`config.mk`:
```
export PLATFORM = sky130hd
export DESIGN_NAME = dpgm_top
export DESIGN_NICKNAME = d
export VERILOG_FILES = /design/src/hdl/dpgm_pkg.sv /design/src/hdl/dpgm_pin_port.sv /design/src/hdl/dpgm_top.sv
export VERILOG_INCLUDE_DIRS = /design/src /design/src/hdl
export SDC_FILE = /design/constraint.sdc
export NUM_CORES = 1
export LEC_CHECK = 0
export ABC_AREA = 1
export BUFFER_PORTS_ARGS = -buffer_cell sky130_fd_sc_hd__buf_2
export CAP_MARGIN = 20
export CORE_MARGIN = 5
export CORE_UTILIZATION = 40
export CTS_CLUSTER_SIZE = 10
export DETAILED_ROUTE_END_ITERATION = 10
export PLACE_DENSITY = 0.62
export SYNTH_ARGS = -nofsm -noshare
export SYNTH_HDL_FRONTEND = slang
export SYNTH_SLANG_ARGS = --single-unit
```
`constraint.sdc`:
```
create_clock -name sys_clk -period 2.6 [get_ports sys_clk]
set_input_delay 0.52 -clock sys_clk [delete_from_list [all_inputs] [get_ports sys_clk]]
set_output_delay 0.52 -clock sys_clk [all_outputs]
set_load 0.1 [all_outputs]
```
`src/hdl/dpgm_params.svh`:
```
`ifndef DPGM_PARAMS_SVH
`define DPGM_PARAMS_SVH

// Register indices on the plain register port
`define DPGM_ADDR_W 4
`define DPGM_IDX_H_DIR 4'h0
`define DPGM_IDX_H_PINS 4'h1
`define DPGM_IDX_H_LATCH 4'h2
`define DPGM_IDX_J_DIR 4'h3
`define DPGM_IDX_J_PINS 4'h4
`define DPGM_IDX_J_LATCH 4'h5
`define DPGM_IDX_ANALOG_CFG 4'h6
`define DPGM_IDX_EXT_BUS_CFG 4'h7

// Reset values
`define DPGM_DIR_RST 8'hff
`define DPGM_LATCH_POR 8'h00
`define DPGM_ANALOG_CFG_RST 8'h00
`define DPGM_EXT_BUS_CFG_RST 8'h00

// Writable field masks
`define DPGM_ANALOG_CFG_MASK 8'h3f
`define DPGM_EXT_BUS_CFG_MASK 8'hb3

// Field positions
`define DPGM_BUS_DISABLE_BIT 7
`define DPGM_PCFG_LSB 0
`define DPGM_PCFG_W 4
`define DPGM_PCFG_ALL_DIGITAL 4'hf

// Port J bit with no bus function
`define DPGM_J_FREE_BIT 5
`define DPGM_J_BUS_MASK 8'hdf

// Analog channel number of port H bit 4
`define DPGM_H_AN_BASE 5'h0c

`endif

```
`src/hdl/dpgm_pkg.sv`:
```
package dpgm_pkg;

    typedef logic [7:0] dpgm_byte_t;

    typedef enum logic [1:0] {
        DPGM_FUNC_GPIO = 2'b00,
        DPGM_FUNC_BUS = 2'b01,
        DPGM_FUNC_PWM = 2'b10,
        DPGM_FUNC_ANALOG = 2'b11
    } dpgm_func_t;

endpackage

```
`src/hdl/dpgm_pin_port.sv`:
```
`timescale 1ns/10ps
`default_nettype none

module dpgm_pin_port
    import dpgm_pkg::*;
#(
    parameter int WIDTH = 8
)
(
    // Clock and reset
    input wire logic sys_clk,
    input wire logic rst,
    // Software state
    input wire logic [WIDTH-1:0] dir,
    input wire logic [WIDTH-1:0] latch,
    // Alternate function owning the pin
    input wire logic [WIDTH-1:0] alt_en,
    input wire logic [WIDTH-1:0] alt_out,
    input wire logic [WIDTH-1:0] alt_oe,
    // Peripheral direction override
    input wire logic [WIDTH-1:0] ovr_en,
    input wire logic [WIDTH-1:0] ovr_drive,
    // Pins
    input wire logic [WIDTH-1:0] pin_in,
    output logic [WIDTH-1:0] pin_out,
    output logic [WIDTH-1:0] pin_oe,
    output logic [WIDTH-1:0] pin_sync
);

    genvar i;
    generate
        for (i = 0; i < WIDTH; i++)
        begin : g_bit
            logic meta_reg;
            logic out_next;
            logic oe_next;

            always_comb
            begin
                if (alt_en[i])
                begin
                    out_next = alt_out[i];
                    oe_next = alt_oe[i];
                end
                else if (ovr_en[i])
                begin
                    out_next = latch[i];
                    oe_next = ovr_drive[i];
                end
                else
                begin
                    out_next = latch[i];
                    oe_next = ~dir[i];
                end
            end

            always_ff @(posedge sys_clk)
            begin
                if (rst)
                begin
                    pin_out[i] <= 1'b0;
                    pin_oe[i] <= 1'b0;
                end
                else
                begin
                    pin_out[i] <= out_next;
                    pin_oe[i] <= oe_next;
                end
            end

            // Two-stage synchroniser on the pin level
            always_ff @(posedge sys_clk)
            begin
                if (rst)
                begin
                    meta_reg <= 1'b0;
                    pin_sync[i] <= 1'b0;
                end
                else
                begin
                    meta_reg <= pin_in[i];
                    pin_sync[i] <= meta_reg;
                end
            end
        end
    endgenerate

endmodule

`default_nettype wire

```
`src/hdl/dpgm_top.sv`:
```
// Chosen here: the address-and-strobe port and the placing of the registers.
`timescale 1ns/10ps
`default_nettype none
`include "dpgm_params.svh"

// Summary of operation
// - Port H has eight pins, each with its own direction bit.
// - Port H direction one tristates the pin, making it an input.
// - Port H direction zero drives the output latch bit onto the pin.
// - Reading port H latch register returns stored latch, not pin levels.
// - Port H pins 7..4 share analog channels 15..12, chosen by analog config.
// - After power-on, port H 7..4 are analog and read as zero.
// - Under bus ownership, port H 3..0 output address bits 19..16.
// - External bus config selects port H 3..0 as GPIO or bus pins.
// - After power-on, port H 3..0 carry bus address.
// - Port H low nibble uses Schmitt in GPIO, TTL in bus or PSP mode.
// - Port H 7..4 carry PWM outputs only while remap select is clear.
// - Port J has eight pins; direction one tristates, zero drives latch.
// - Reading port J latch register returns the stored latch value.
// - Port J bits other than 5 are GPIO only with bus disabled, else carry bus strobes.
// - Port J pin 5 stays GPIO regardless of bus enable.
// - An enabled peripheral may force a pin's direction, overriding direction bit.
// - Overrides never reach the direction register; reads show software value.
// - After power-on, port J pins other than 5 drive bus strobes; pin 5 is an input.
// - Port J bus bits: ALE, OE, low write, high write, byte address, none, byte selects.
module dpgm_top
    import dpgm_pkg::*;
(
    // Clock and resets
    input wire logic sys_clk,
    input wire logic sys_rst,
    input wire logic soft_rst,
    // Register port
    input wire logic [`DPGM_ADDR_W-1:0] reg_addr,
    input wire logic [7:0] reg_wdata,
    input wire logic reg_wr,
    input wire logic reg_rd,
    output logic [7:0] reg_rdata,
    // Port H pins
    input wire logic [7:0] h_pin_in,
    output logic [7:0] h_pin_out,
    output logic [7:0] h_pin_oe,
    // Port J pins
    input wire logic [7:0] j_pin_in,
    output logic [7:0] j_pin_out,
    output logic [7:0] j_pin_oe,
    // External memory bus sources
    input wire logic [3:0] upper_address_bits,
    input wire logic [7:0] bus_strobes,
    // Enhanced PWM sources for port H 7..4
    input wire logic [3:0] pwm_out,
    input wire logic [3:0] pwm_en,
    input wire logic pwm_remap_select,
    // Peripheral direction overrides
    input wire logic [7:0] h_ovr_en,
    input wire logic [7:0] h_ovr_drive,
    input wire logic [7:0] j_ovr_en,
    input wire logic [7:0] j_ovr_drive,
    // Parallel slave port mode
    input wire logic psp_mode,
    // Pin configuration status
    output logic [3:0] h_analog_sel,
    output logic [3:0] h_ttl_sel
);

    logic any_rst;
    dpgm_byte_t h_dir_reg;
    dpgm_byte_t h_latch_reg;
    dpgm_byte_t j_dir_reg;
    dpgm_byte_t j_latch_reg;
    dpgm_byte_t analog_cfg_reg;
    dpgm_byte_t ext_bus_cfg_reg;
    dpgm_byte_t h_sync;
    dpgm_byte_t j_sync;
    dpgm_byte_t h_alt_en;
    dpgm_byte_t h_alt_out;
    dpgm_byte_t j_alt_en;
    dpgm_byte_t j_alt_out;
    dpgm_byte_t h_pins_read;
    dpgm_byte_t rdata_next;
    dpgm_func_t h_func [8];
    logic [`DPGM_PCFG_W-1:0] pcfg;
    logic [3:0] h_analog;
    logic bus_owned;
    logic wr_h_dir;
    logic wr_h_latch;
    logic wr_j_dir;
    logic wr_j_latch;

    assign any_rst = sys_rst | soft_rst;
    assign pcfg = analog_cfg_reg[`DPGM_PCFG_LSB +: `DPGM_PCFG_W];
    assign bus_owned = ~ext_bus_cfg_reg[`DPGM_BUS_DISABLE_BIT];

    // Write decode; pins and latch registers both load the latch
    assign wr_h_dir = reg_wr && (reg_addr == `DPGM_IDX_H_DIR);
    assign wr_h_latch = reg_wr && ((reg_addr == `DPGM_IDX_H_LATCH) || (reg_addr == `DPGM_IDX_H_PINS));
    assign wr_j_dir = reg_wr && (reg_addr == `DPGM_IDX_J_DIR);
    assign wr_j_latch = reg_wr && ((reg_addr == `DPGM_IDX_J_LATCH) || (reg_addr == `DPGM_IDX_J_PINS));

    // Direction registers, set to inputs on any reset
    always_ff @(posedge sys_clk)
    begin
        if (any_rst)
        begin
            h_dir_reg <= `DPGM_DIR_RST;
            j_dir_reg <= `DPGM_DIR_RST;
        end
        else
        begin
            if (wr_h_dir)
                h_dir_reg <= reg_wdata;
            if (wr_j_dir)
                j_dir_reg <= reg_wdata;
        end
    end

    // Output latches survive every reset but power-on
    always_ff @(posedge sys_clk)
    begin
        if (sys_rst)
        begin
            h_latch_reg <= `DPGM_LATCH_POR;
            j_latch_reg <= `DPGM_LATCH_POR;
        end
        // Writes ignored while a soft reset holds
        else if (!soft_rst)
        begin
            if (wr_h_latch)
                h_latch_reg <= reg_wdata;
            if (wr_j_latch)
                j_latch_reg <= reg_wdata;
        end
    end

    // Pin configuration registers
    always_ff @(posedge sys_clk)
    begin
        if (any_rst)
        begin
            analog_cfg_reg <= `DPGM_ANALOG_CFG_RST;
            ext_bus_cfg_reg <= `DPGM_EXT_BUS_CFG_RST;
        end
        else
        begin
            if (reg_wr && (reg_addr == `DPGM_IDX_ANALOG_CFG))
                analog_cfg_reg <= reg_wdata & `DPGM_ANALOG_CFG_MASK;
            if (reg_wr && (reg_addr == `DPGM_IDX_EXT_BUS_CFG))
                ext_bus_cfg_reg <= reg_wdata & `DPGM_EXT_BUS_CFG_MASK;
        end
    end

    // Function owning each port H pin
    genvar i;
    generate
        for (i = 0; i < 8; i++)
        begin : g_h_func
            if (i < 4)
            begin : g_lo
                assign h_func[i] = bus_owned ? DPGM_FUNC_BUS : DPGM_FUNC_GPIO;
                assign h_alt_en[i] = bus_owned;
                assign h_alt_out[i] = upper_address_bits[i];
            end
            else
            begin : g_hi
                logic [4:0] chan;
                logic pwm_on;
                assign chan = `DPGM_H_AN_BASE + 5'(i - 4);
                // Channel n analog while pcfg + n stays within 15
                assign h_analog[i-4] = (pcfg != `DPGM_PCFG_ALL_DIGITAL)
                    && ({1'b0, pcfg} + chan <= 5'h0f);
                assign pwm_on = pwm_en[i-4] & ~pwm_remap_select;
                assign h_func[i] = pwm_on ? DPGM_FUNC_PWM
                    : (h_analog[i-4] ? DPGM_FUNC_ANALOG : DPGM_FUNC_GPIO);
                assign h_alt_en[i] = (h_func[i] == DPGM_FUNC_PWM) || (h_func[i] == DPGM_FUNC_ANALOG);
                assign h_alt_out[i] = (h_func[i] == DPGM_FUNC_PWM) & pwm_out[i-4];
            end
        end
    endgenerate

    // Port J: all bits but pin 5 go to the bus strobes
    generate
        for (i = 0; i < 8; i++)
        begin : g_j_func
            if (i == `DPGM_J_FREE_BIT)
            begin : g_free
                assign j_alt_en[i] = 1'b0;
            end
            else
            begin : g_bus
                assign j_alt_en[i] = bus_owned;
            end
            assign j_alt_out[i] = bus_strobes[i];
        end
    endgenerate

    // Alternate functions on port H drive except analog
    dpgm_byte_t h_alt_oe;
    always_comb
    begin
        h_alt_oe = 8'h00;
        for (int k = 0; k < 8; k++)
            h_alt_oe[k] = (h_func[k] == DPGM_FUNC_BUS) || (h_func[k] == DPGM_FUNC_PWM);
    end

    dpgm_pin_port #(
        .WIDTH(8)
    ) u_port_h (
        .sys_clk(sys_clk),
        .rst(any_rst),
        .dir(h_dir_reg),
        .latch(h_latch_reg),
        .alt_en(h_alt_en),
        .alt_out(h_alt_out),
        .alt_oe(h_alt_oe),
        .ovr_en(h_ovr_en & ~h_alt_en),
        .ovr_drive(h_ovr_drive),
        .pin_in(h_pin_in),
        .pin_out(h_pin_out),
        .pin_oe(h_pin_oe),
        .pin_sync(h_sync)
    );

    dpgm_pin_port #(
        .WIDTH(8)
    ) u_port_j (
        .sys_clk(sys_clk),
        .rst(any_rst),
        .dir(j_dir_reg),
        .latch(j_latch_reg),
        .alt_en(j_alt_en),
        .alt_out(j_alt_out),
        .alt_oe(j_alt_en),
        .ovr_en(j_ovr_en & ~j_alt_en),
        .ovr_drive(j_ovr_drive),
        .pin_in(j_pin_in),
        .pin_out(j_pin_out),
        .pin_oe(j_pin_oe),
        .pin_sync(j_sync)
    );

    // Analog pins read as zero
    assign h_pins_read = h_sync & ~{h_analog, 4'h0};

    always_comb
    begin
        case (reg_addr)
            `DPGM_IDX_H_DIR: rdata_next = h_dir_reg;
            `DPGM_IDX_H_PINS: rdata_next = h_pins_read;
            `DPGM_IDX_H_LATCH: rdata_next = h_latch_reg;
            `DPGM_IDX_J_DIR: rdata_next = j_dir_reg;
            `DPGM_IDX_J_PINS: rdata_next = j_sync;
            `DPGM_IDX_J_LATCH: rdata_next = j_latch_reg;
            `DPGM_IDX_ANALOG_CFG: rdata_next = analog_cfg_reg;
            `DPGM_IDX_EXT_BUS_CFG: rdata_next = ext_bus_cfg_reg;
            default: rdata_next = 8'h00;
        endcase
    end

    // Read data stands only in the cycle after the strobe
    always_ff @(posedge sys_clk)
    begin
        if (any_rst)
            reg_rdata <= 8'h00;
        else if (reg_rd)
            reg_rdata <= rdata_next;
        else
            reg_rdata <= 8'h00;
    end

    // Configuration status outputs
    always_ff @(posedge sys_clk)
    begin
        if (any_rst)
        begin
            h_analog_sel <= 4'hf;
            h_ttl_sel <= 4'hf;
        end
        else
        begin
            h_analog_sel <= h_analog;
            h_ttl_sel <= {4{bus_owned | psp_mode}};
        end
    end

    a_h_input_hiz: assert property (@(posedge sys_clk) disable iff (any_rst)
        ((h_dir_reg & ~h_alt_en & ~h_ovr_en) != 8'h00)
        |=> ((h_pin_oe & $past(h_dir_reg & ~h_alt_en & ~h_ovr_en)) == 8'h00))
        else $error("Port H input pin still driven");

    a_h_drive_latch: assert property (@(posedge sys_clk) disable iff (any_rst)
        1'b1 |=> (((h_pin_out ^ $past(h_latch_reg)) & $past(~h_dir_reg & ~h_alt_en & ~h_ovr_en)) == 8'h00)
        && ((~h_pin_oe & $past(~h_dir_reg & ~h_alt_en & ~h_ovr_en)) == 8'h00))
        else $error("Port H output pin not driving latch");

    a_h_latch_read: assert property (@(posedge sys_clk) disable iff (any_rst)
        (reg_rd && (reg_addr == `DPGM_IDX_H_LATCH)) |=> (reg_rdata == $past(h_latch_reg)))
        else $error("Port H latch read wrong");

    a_h_analog_zero: assert property (@(posedge sys_clk) disable iff (any_rst)
        (reg_rd && (reg_addr == `DPGM_IDX_H_PINS) && (pcfg == 4'h0)) |=> (reg_rdata[7:4] == 4'h0))
        else $error("Analog pin read not zero");

    a_h_addr_drive: assert property (@(posedge sys_clk) disable iff (any_rst)
        bus_owned |=> (h_pin_out[3:0] == $past(upper_address_bits)) && (h_pin_oe[3:0] == 4'hf))
        else $error("Upper address not on port H");

    a_j_bus_strobes: assert property (@(posedge sys_clk) disable iff (any_rst)
        bus_owned |=> ((j_pin_out & `DPGM_J_BUS_MASK) == ($past(bus_strobes) & `DPGM_J_BUS_MASK))
        && ((j_pin_oe & `DPGM_J_BUS_MASK) == `DPGM_J_BUS_MASK))
        else $error("Bus strobes not on port J");

    a_j_pin5_free: assert property (@(posedge sys_clk) disable iff (any_rst)
        (bus_owned && !j_ovr_en[5]) |=> (j_pin_oe[5] == !$past(j_dir_reg[5])))
        else $error("Port J pin 5 taken by bus");

    a_pwm_route: assert property (@(posedge sys_clk) disable iff (any_rst)
        (pwm_remap_select && (h_analog == 4'h0) && (h_ovr_en[7:4] == 4'h0))
        |=> (h_pin_oe[7:4] == ~$past(h_dir_reg[7:4])))
        else $error("PWM output not released on remap");

    a_ovr_not_stored: assert property (@(posedge sys_clk) disable iff (any_rst)
        (!wr_h_dir && (h_ovr_en != 8'h00)) |=> (h_dir_reg == $past(h_dir_reg)))
        else $error("Override leaked into direction");

    a_dir_reset: assert property (@(posedge sys_clk)
        soft_rst |=> (h_dir_reg == `DPGM_DIR_RST) && (j_dir_reg == `DPGM_DIR_RST)
        && (h_latch_reg == $past(h_latch_reg)))
        else $error("Soft reset handling wrong");

    a_ttl_select: assert property (@(posedge sys_clk) disable iff (any_rst)
        1'b1 |=> (h_ttl_sel == ($past(bus_owned || psp_mode) ? 4'hf : 4'h0)))
        else $error("Threshold select wrong");

    a_j_gpio_free: assert property (@(posedge sys_clk) disable iff (any_rst)
        (!bus_owned && (j_ovr_en == 8'h00)) |=> (j_pin_oe == ~$past(j_dir_reg)))
        else $error("Port J not under direction control");

    a_analog_undriven: assert property (@(posedge sys_clk) disable iff (any_rst)
        1'b1 |=> ((h_pin_oe[7:4] & $past(h_analog & ~(pwm_en & ~{4{pwm_remap_select}}))) == 4'h0))
        else $error("Analog pin driven");

endmodule

`default_nettype wire

```
==> flow_metrics.env, run 1 <==
export IMPL_outcome="complete, no violations"
export IMPL_worstPathRequired_ns=2.08
export IMPL_yosys_warnings=0
export IMPL_crit_start="h_ttl_sel[0]"
export IMPL_die_x_um=118.3
export IMPL_ir_worst_vdd_uv=449.4
export IMPL_cp_endpoint="h_ttl_sel[2]"
export IMPL_timing_critical_path_buf_inv=1
export IMPL_rows=39
export IMPL_setup_violations=0
export IMPL_rr_startpoint="analog_cfg_reg[1]"
export IMPL_post_cts_buffers=0
export IMPL_worstMarginPinSlew_ns=0.6364
export IMPL_cts_num_sinks=120
export IMPL_finalWeightedCongestion=0.8814
export IMPL_ys_top_cells_by_area="dfxtp_1 51%, nand2_1 9.8%, nor2_1 7.5%, a21oi_1 6.6%, nand3_1 5.9%"
export IMPL_synthSimpleGateAreaFrac_pct=26.41
export IMPL_clkTransAtPathRegs_ns=0.05
export IMPL_crit_family="buffers and inverters"
export IMPL_first_iter_violations=335
export IMPL_clockBufferDepth=2
export IMPL_finalHoldViolCount=0
export IMPL_synth_mux_area_share_pct=0
export IMPL_cp_slowest_cell="buf_2"
export IMPL_initial_core_util_pct=40.94
export IMPL_yosysTopAreaCell="dfxtp_1"
export IMPL_path_class="reg -> out"
export IMPL_r2r_slack_ns=0.92
export IMPL_synth_xor_area_share_pct=0
export IMPL_vias_per_cell=4.803
export IMPL_port_buffers=133
export IMPL_drc=0
export IMPL_cts_htree_levels=4
export IMPL_synth_fa_ha_area_share_pct=1.866
export IMPL_crit_path_start_kind="register"
export IMPL_p_leak_nw=2.843
export IMPL_timing_setup_tns_ns=0
export IMPL_synth_cells=620
export IMPL_root_buffer="clkbuf_16"
export IMPL_r2r_end="reg_rdata[6]"
export IMPL_die_h_um=118.3
export IMPL_drt_total_wl_mm=13.06
export IMPL_synth_compound_area_share_pct=11.73
export IMPL_ctsResizeCount=0
export IMPL_drive_above_1_share_pct=25.07
export IMPL_dp_hpwl_mm=9.699
export IMPL_cp_cell_sequence="buf_2"
export IMPL_track_usage_pct=19.08
export IMPL_nets=849
export IMPL_wire_per_inst_um=14.37
export IMPL_maxCapViolations=0
export IMPL_slowest_delay_ns=0.44
export IMPL_area_growth_syn_to_layout_pct=28.81
export IMPL_rsz0062_at_grt="false"
export IMPL_cp_arrival_ns=1.18
export IMPL_clkLatencyLatePin_ns=0.41
export IMPL_grt_ovfl_total=0
export IMPL_fin_ws_ns=0.8961
export IMPL_cts_buffers=17
export IMPL_synth_distinct_cells=25
export IMPL_finalCriticalPeriod_ns=1.704
export IMPL_diodes=0
export IMPL_place_ws_ns=0.5535
export IMPL_ant_nets=0
export IMPL_synth_top_area_share_pct=51.17
export IMPL_drt_pass1_iterations=5
export IMPL_maxSlewViolCount=0
export IMPL_grt_pass1_wl_mm=21.58
export IMPL_syn_nets=714
export IMPL_hold_class="in -> reg"
export IMPL_finish_utilization_pct=52.73
export IMPL_synth_seq_cells=120
export IMPL_p_total_w=0.004596
export IMPL_core_um2=11470
export IMPL_ff2ff_path_depth=6
export IMPL_cp_max_fo=4
export IMPL_syn_area_um2=4695
export IMPL_worst_path_stages=1
export IMPL_tritoncts="done"
export IMPL_vias=4366
export IMPL_grt_pass1_vias=4413
export IMPL_powerDensity_nw_per_um2=760.0
export IMPL_ioPinCount=135
export IMPL_syn_avg_cell_area_um2=7.572
export IMPL_antenna_found_initial=0
export IMPL_final_period_utilization_pct=65.53
export IMPL_ctsHoldBuffers=0
export IMPL_ys_seq_area_share_pct=51.17
export IMPL_critPathCaptureType="primary output"
export IMPL_dieArea_um2=14000
export IMPL_finClkSkew_ns=0.008764
export IMPL_synth_top_family_by_area="simple AND/OR/NAND/NOR gates"
export IMPL_grt_max_degree=27
export IMPL_fmax_ghz=0.5869
export IMPL_slew_headroom_pct=57.53
[how the worst min path moves through the flow]
stage	startpoint	endpoint	slack (ns)	cells past startpoint
4_1_cts	psp_mode	h_ttl_sel[0]	0.29	3
3_5_place_dp	u_port_j.g_bit[7].meta_reg	u_port_j.pin_sync[7]	0.40	2
5_1_grt	psp_mode	h_ttl_sel[0]	0.31	3
3_3_place_gp	u_port_j.g_bit[7].meta_reg	u_port_j.pin_sync[7]	0.40	2
2_1_floorplan	u_port_h.g_bit[0].meta_reg	u_port_h.pin_sync[0]	0.39	2
6_report	psp_mode	h_ttl_sel[0]	0.30	3
[routing by layer]
metal / wire (um) / GRT usage (%) / part of all wire [%] / vias to the layer above
met5: 0 / 0 / 0 / -
met4: 255 / 7.742 / 2.0 / 0
met3: 962 / 5.635 / 7.4 / 25
met2: 6204 / 30.84 / 48 / 164
met1: 5636 / 23.85 / 43 / 1947
li1: - / - / - / 2230
[cells in the final DEF (no fill, tap or decap)]
master / instances
nor2_4: 8
buf_4: 7
nand2_2: 4
buf_2: 133
nor2_1: 94
bufinv_16: 2
clkinv_1: 1
a211oi_1: 6
a21oi_1: 62
nand3_1: 55
inv_2: 5
nor2_2: 2
nand2_1: 122
nor3_1: 1
o21ai_1: 3
clkbuf_1: 1
o21ai_0: 31
clkbuf_8: 3
clkinvlp_4: 2
inv_1: 67
clkbuf_16: 17
ha_1: 7
nand3_2: 1
buf_12: 1
nand2_4: 1
dfxtp_1: 120
o22ai_1: 4
clkinv_2: 6
[worst min-delay path, cell delays in order]
cell	delay [ns]
buf_2	0.08
nor2_1	0.04
nand2_1	0.04
[power breakdown]
part	internal (W)	switching [W]	total (W)
clock network	0.00146	0.000790	0.00225
logic	0.000111	0.000332	0.000443
registers	0.00189	0.0000136	0.00190
[cell type report]
| class | count | area (um2) |
|---|---|---|
| Fill cell | 1083 | 5420 |
| Sequential cell | 120 | 2402 |
| Multi-Input combinational cell | 401 | 1878 |
| Timing Repair Buffer | 141 | 738.2 |
| Clock buffer | 21 | 470.5 |
| Inverter | 74 | 279.0 |
| Tap cell | 143 | 178.9 |
| Clock inverter | 9 | 100.1 |
[kinds of logic after synthesis]
group           count (synthesis)
simple gates                  288
buf+inv                        99
flops                         120
fa+ha+maj                       7
compound gates                106
[synth_stat cells, drive strengths merged]
cell type,number
dfxtp,120
nor2,104
o22ai,4
buf,15
o21ai,34
nand3,56
nand2,127
inv,71
a21oi,62
clkbuf,10
clkinv,3
a211oi,6
ha,7
nor3,1
[through the flow]
step | instance area, um2 | cells | hold WS [ns]
after floorplan | 4695 | 620 | 0.3936
after global placement | 5477 | 879 | 0.3971
after detailed placement | 5477 | 879 | 0.4000
after CTS | 6047 | 909 | 0.2861
after global routing | 6047 | 909 | 0.3086
final | 6047 | 909 | 0.2972
(Power assumes the default switching activity.)
==> run 2, diff against run 1 <==
==> constraint.sdc (replaced) <==
create_clock -name sys_clk -period 1.7 [get_ports sys_clk]
set_input_delay 0.34 -clock sys_clk [delete_from_list [all_inputs] [get_ports sys_clk]]
set_output_delay 0.34 -clock sys_clk [all_outputs]
set_load 0.1 [all_outputs]
==> run 2 against run 1 <==
Effect of this change:
- clock-buffer cell count unchanged
- global-route usage down 0.30 points
- sequential cell count unchanged
- largest power group unchanged
- sequential power up 53%
- clock skew down 0.0036 ns
- design area up 3.2%
- die area unchanged
- cell count up 1.7%
- register-to-register slack worse by 0.72 ns
- sequential share of layout area down 1.2 points
- routed wire length up 0.25%
==> flow_metrics.env, run 2 (synthesis gave the netlist of run 1 again) <==
export IMPL_outcome="complete, no violations"
export IMPL_rows=39
export IMPL_maxCapViolations=0
export IMPL_grt_ovfl_total=0
export IMPL_worstMarginPinSlew_ns=0.5495
export IMPL_powerDensity_nw_per_um2=1170
export IMPL_port_buffers=133
export IMPL_cp_arrival_ns=1.17
export IMPL_hold_class="in -> reg"
export IMPL_cp_max_fo=4
export IMPL_ctsHoldBuffers=0
export IMPL_worstPathRequired_ns=1.36
export IMPL_vias_per_cell=4.753
export IMPL_holdPathStages=3
export IMPL_final_period_utilization_pct=88.78
export IMPL_clkLatencyLatePin_ns=0.41
export IMPL_clockPowerShare_pct=50.5
export IMPL_finalCriticalPeriod_ns=1.509
export IMPL_grt_max_degree=26
export IMPL_antenna_found_initial=0
export IMPL_worst_path_stages=1
export IMPL_ff2ff_path_depth=7
export IMPL_fmax_ghz=0.6626
export IMPL_maxSlewViolCount=0
export IMPL_finClkSkew_ns=0.005145
export IMPL_die_h_um=118.3
export IMPL_root_buffer="clkbuf_16"
export IMPL_drive_above_1_share_pct=26.76
export IMPL_layout_commonest_cell="buf_2"
export IMPL_ant_nets=0
export IMPL_grt_pass1_vias=4258
export IMPL_hold_ws_ns=0.1089
export IMPL_timing_critical_path_buf_inv=1
export IMPL_swShare_pct=24.83
export IMPL_wire_per_inst_um=14.17
export IMPL_vias=4392
export IMPL_area_growth_syn_to_layout_pct=33.00
export IMPL_nets=862
export IMPL_track_usage_pct=18.77
export IMPL_finalHoldViolCount=0
export IMPL_p_leak_nw=2.936
export IMPL_diodes=0
export IMPL_clkTransAtPathRegs_ns=0.05
export IMPL_layout_common_cells="133 x buf_2, 122 x nand2_1, 118 x dfxtp_1"
export IMPL_cp_cell_sequence="buf_2"
export IMPL_setup_violations=0
export IMPL_dieArea_um2=14000
export IMPL_post_cts_buffers=0
export IMPL_grt_pass1_wl_mm=21.06
export IMPL_dp_hpwl_mm=9.719
export IMPL_seq_power_share_pct=39.7
export IMPL_p_total_w=0.007308
export IMPL_ioPinCount=135
export IMPL_drt_total_wl_mm=13.09
export IMPL_slew_headroom_pct=63.14
export IMPL_rsz0062_at_grt="false"
export IMPL_slowest_delay_ns=0.42
export IMPL_fill_cells=1063
export IMPL_first_iter_violations=277
export IMPL_tritoncts="done"
export IMPL_core_um2=11470
export IMPL_timing_setup_tns_ns=0
export IMPL_finalWeightedCongestion=0.8663
export IMPL_cts_htree_levels=4
export IMPL_die_x_um=118.3
export IMPL_cts_buffers=17
export IMPL_crit_family="buffers and inverters"
export IMPL_critPathCaptureType="primary output"
export IMPL_initial_core_util_pct=40.94
export IMPL_p_int_w=0.005493
export IMPL_pwr_share_comb_pct=9.7
export IMPL_cp_slowest_cell="buf_2"
export IMPL_cts_num_sinks=120
export IMPL_finish_utilization_pct=54.45
export IMPL_drt_pass1_iterations=4
export IMPL_path_class="reg -> out"
export IMPL_ir_worst_vdd_uv=669.8
export IMPL_crit_path_start_kind="register"
export IMPL_clockBufferDepth=2
export IMPL_p_switching_w=0.001814
export IMPL_drc=0
run 2: final cells by class:
| cell class | count | area [um2] | share of cell area [%] |
|---|---|---|---|
| timing repair buffer | 154 | 885.9 | 14.19 |
| clock buffer | 21 | 470.5 | 7.535 |
| multi-input combinational | 401 | 1878 | 30.08 |
| inverter | 74 | 279.0 | 4.469 |
| sequential | 120 | 2405 | 38.52 |
| tap | 143 | 178.9 | 2.866 |
| clock inverter | 11 | 146.4 | 2.345 |
run 2: power by group through the flow:
stage	Sequential [W]	Combinational, W	Clock [W]
6_report	0.00290	0.000711	0.00369
5_1_grt	0.00291	0.000759	0.00388
4_1_cts	0.00290	0.000712	0.00375
3_5_place_dp	0.00296	0.000709	0
3_3_place_gp	0.00296	0.000701	0
2_1_floorplan	0.00321	0.000200	0
run 2: final timing paths:
path	from	end	slack, ns
setup reg to reg	analog_cfg_reg[1]	reg_rdata[6]	0.20
hold / removal	psp_mode	h_ttl_sel[0]	0.11
setup / recovery	h_ttl_sel[0]	h_ttl_sel[2]	0.19
hold reg to reg	u_port_h.g_bit[3].meta_reg	u_port_h.pin_sync[3]	0.41
run 2: layer usage:
layer	global-route usage, %	vias up	wire (um)
met4	5.950	0	189
met1	23.84	1976	5846
met5	0	-	0
li1	-	2261	-
met2	30.56	136	6250
met3	5.778	19	803
run 2: per-stage QoR:
step / instances / setup slack (ns) / instance area (um2)
2_1_floorplan: 620 / 0.3171 / 4696
3_3_place_gp: 892 / 0.1689 / 5625
3_5_place_dp: 892 / 0.1452 / 5625
6_report: 924 / 0.1907 / 6243
4_1_cts: 924 / 0.1294 / 6242
5_1_grt: 924 / 0.04149 / 6243
run 2: timing repair:
item / 4_1_cts / 5_1_grt
hold endpoints to repair: 0 / 0
gates resized for setup: 0 / 2
setup endpoints to repair: 0 / 2
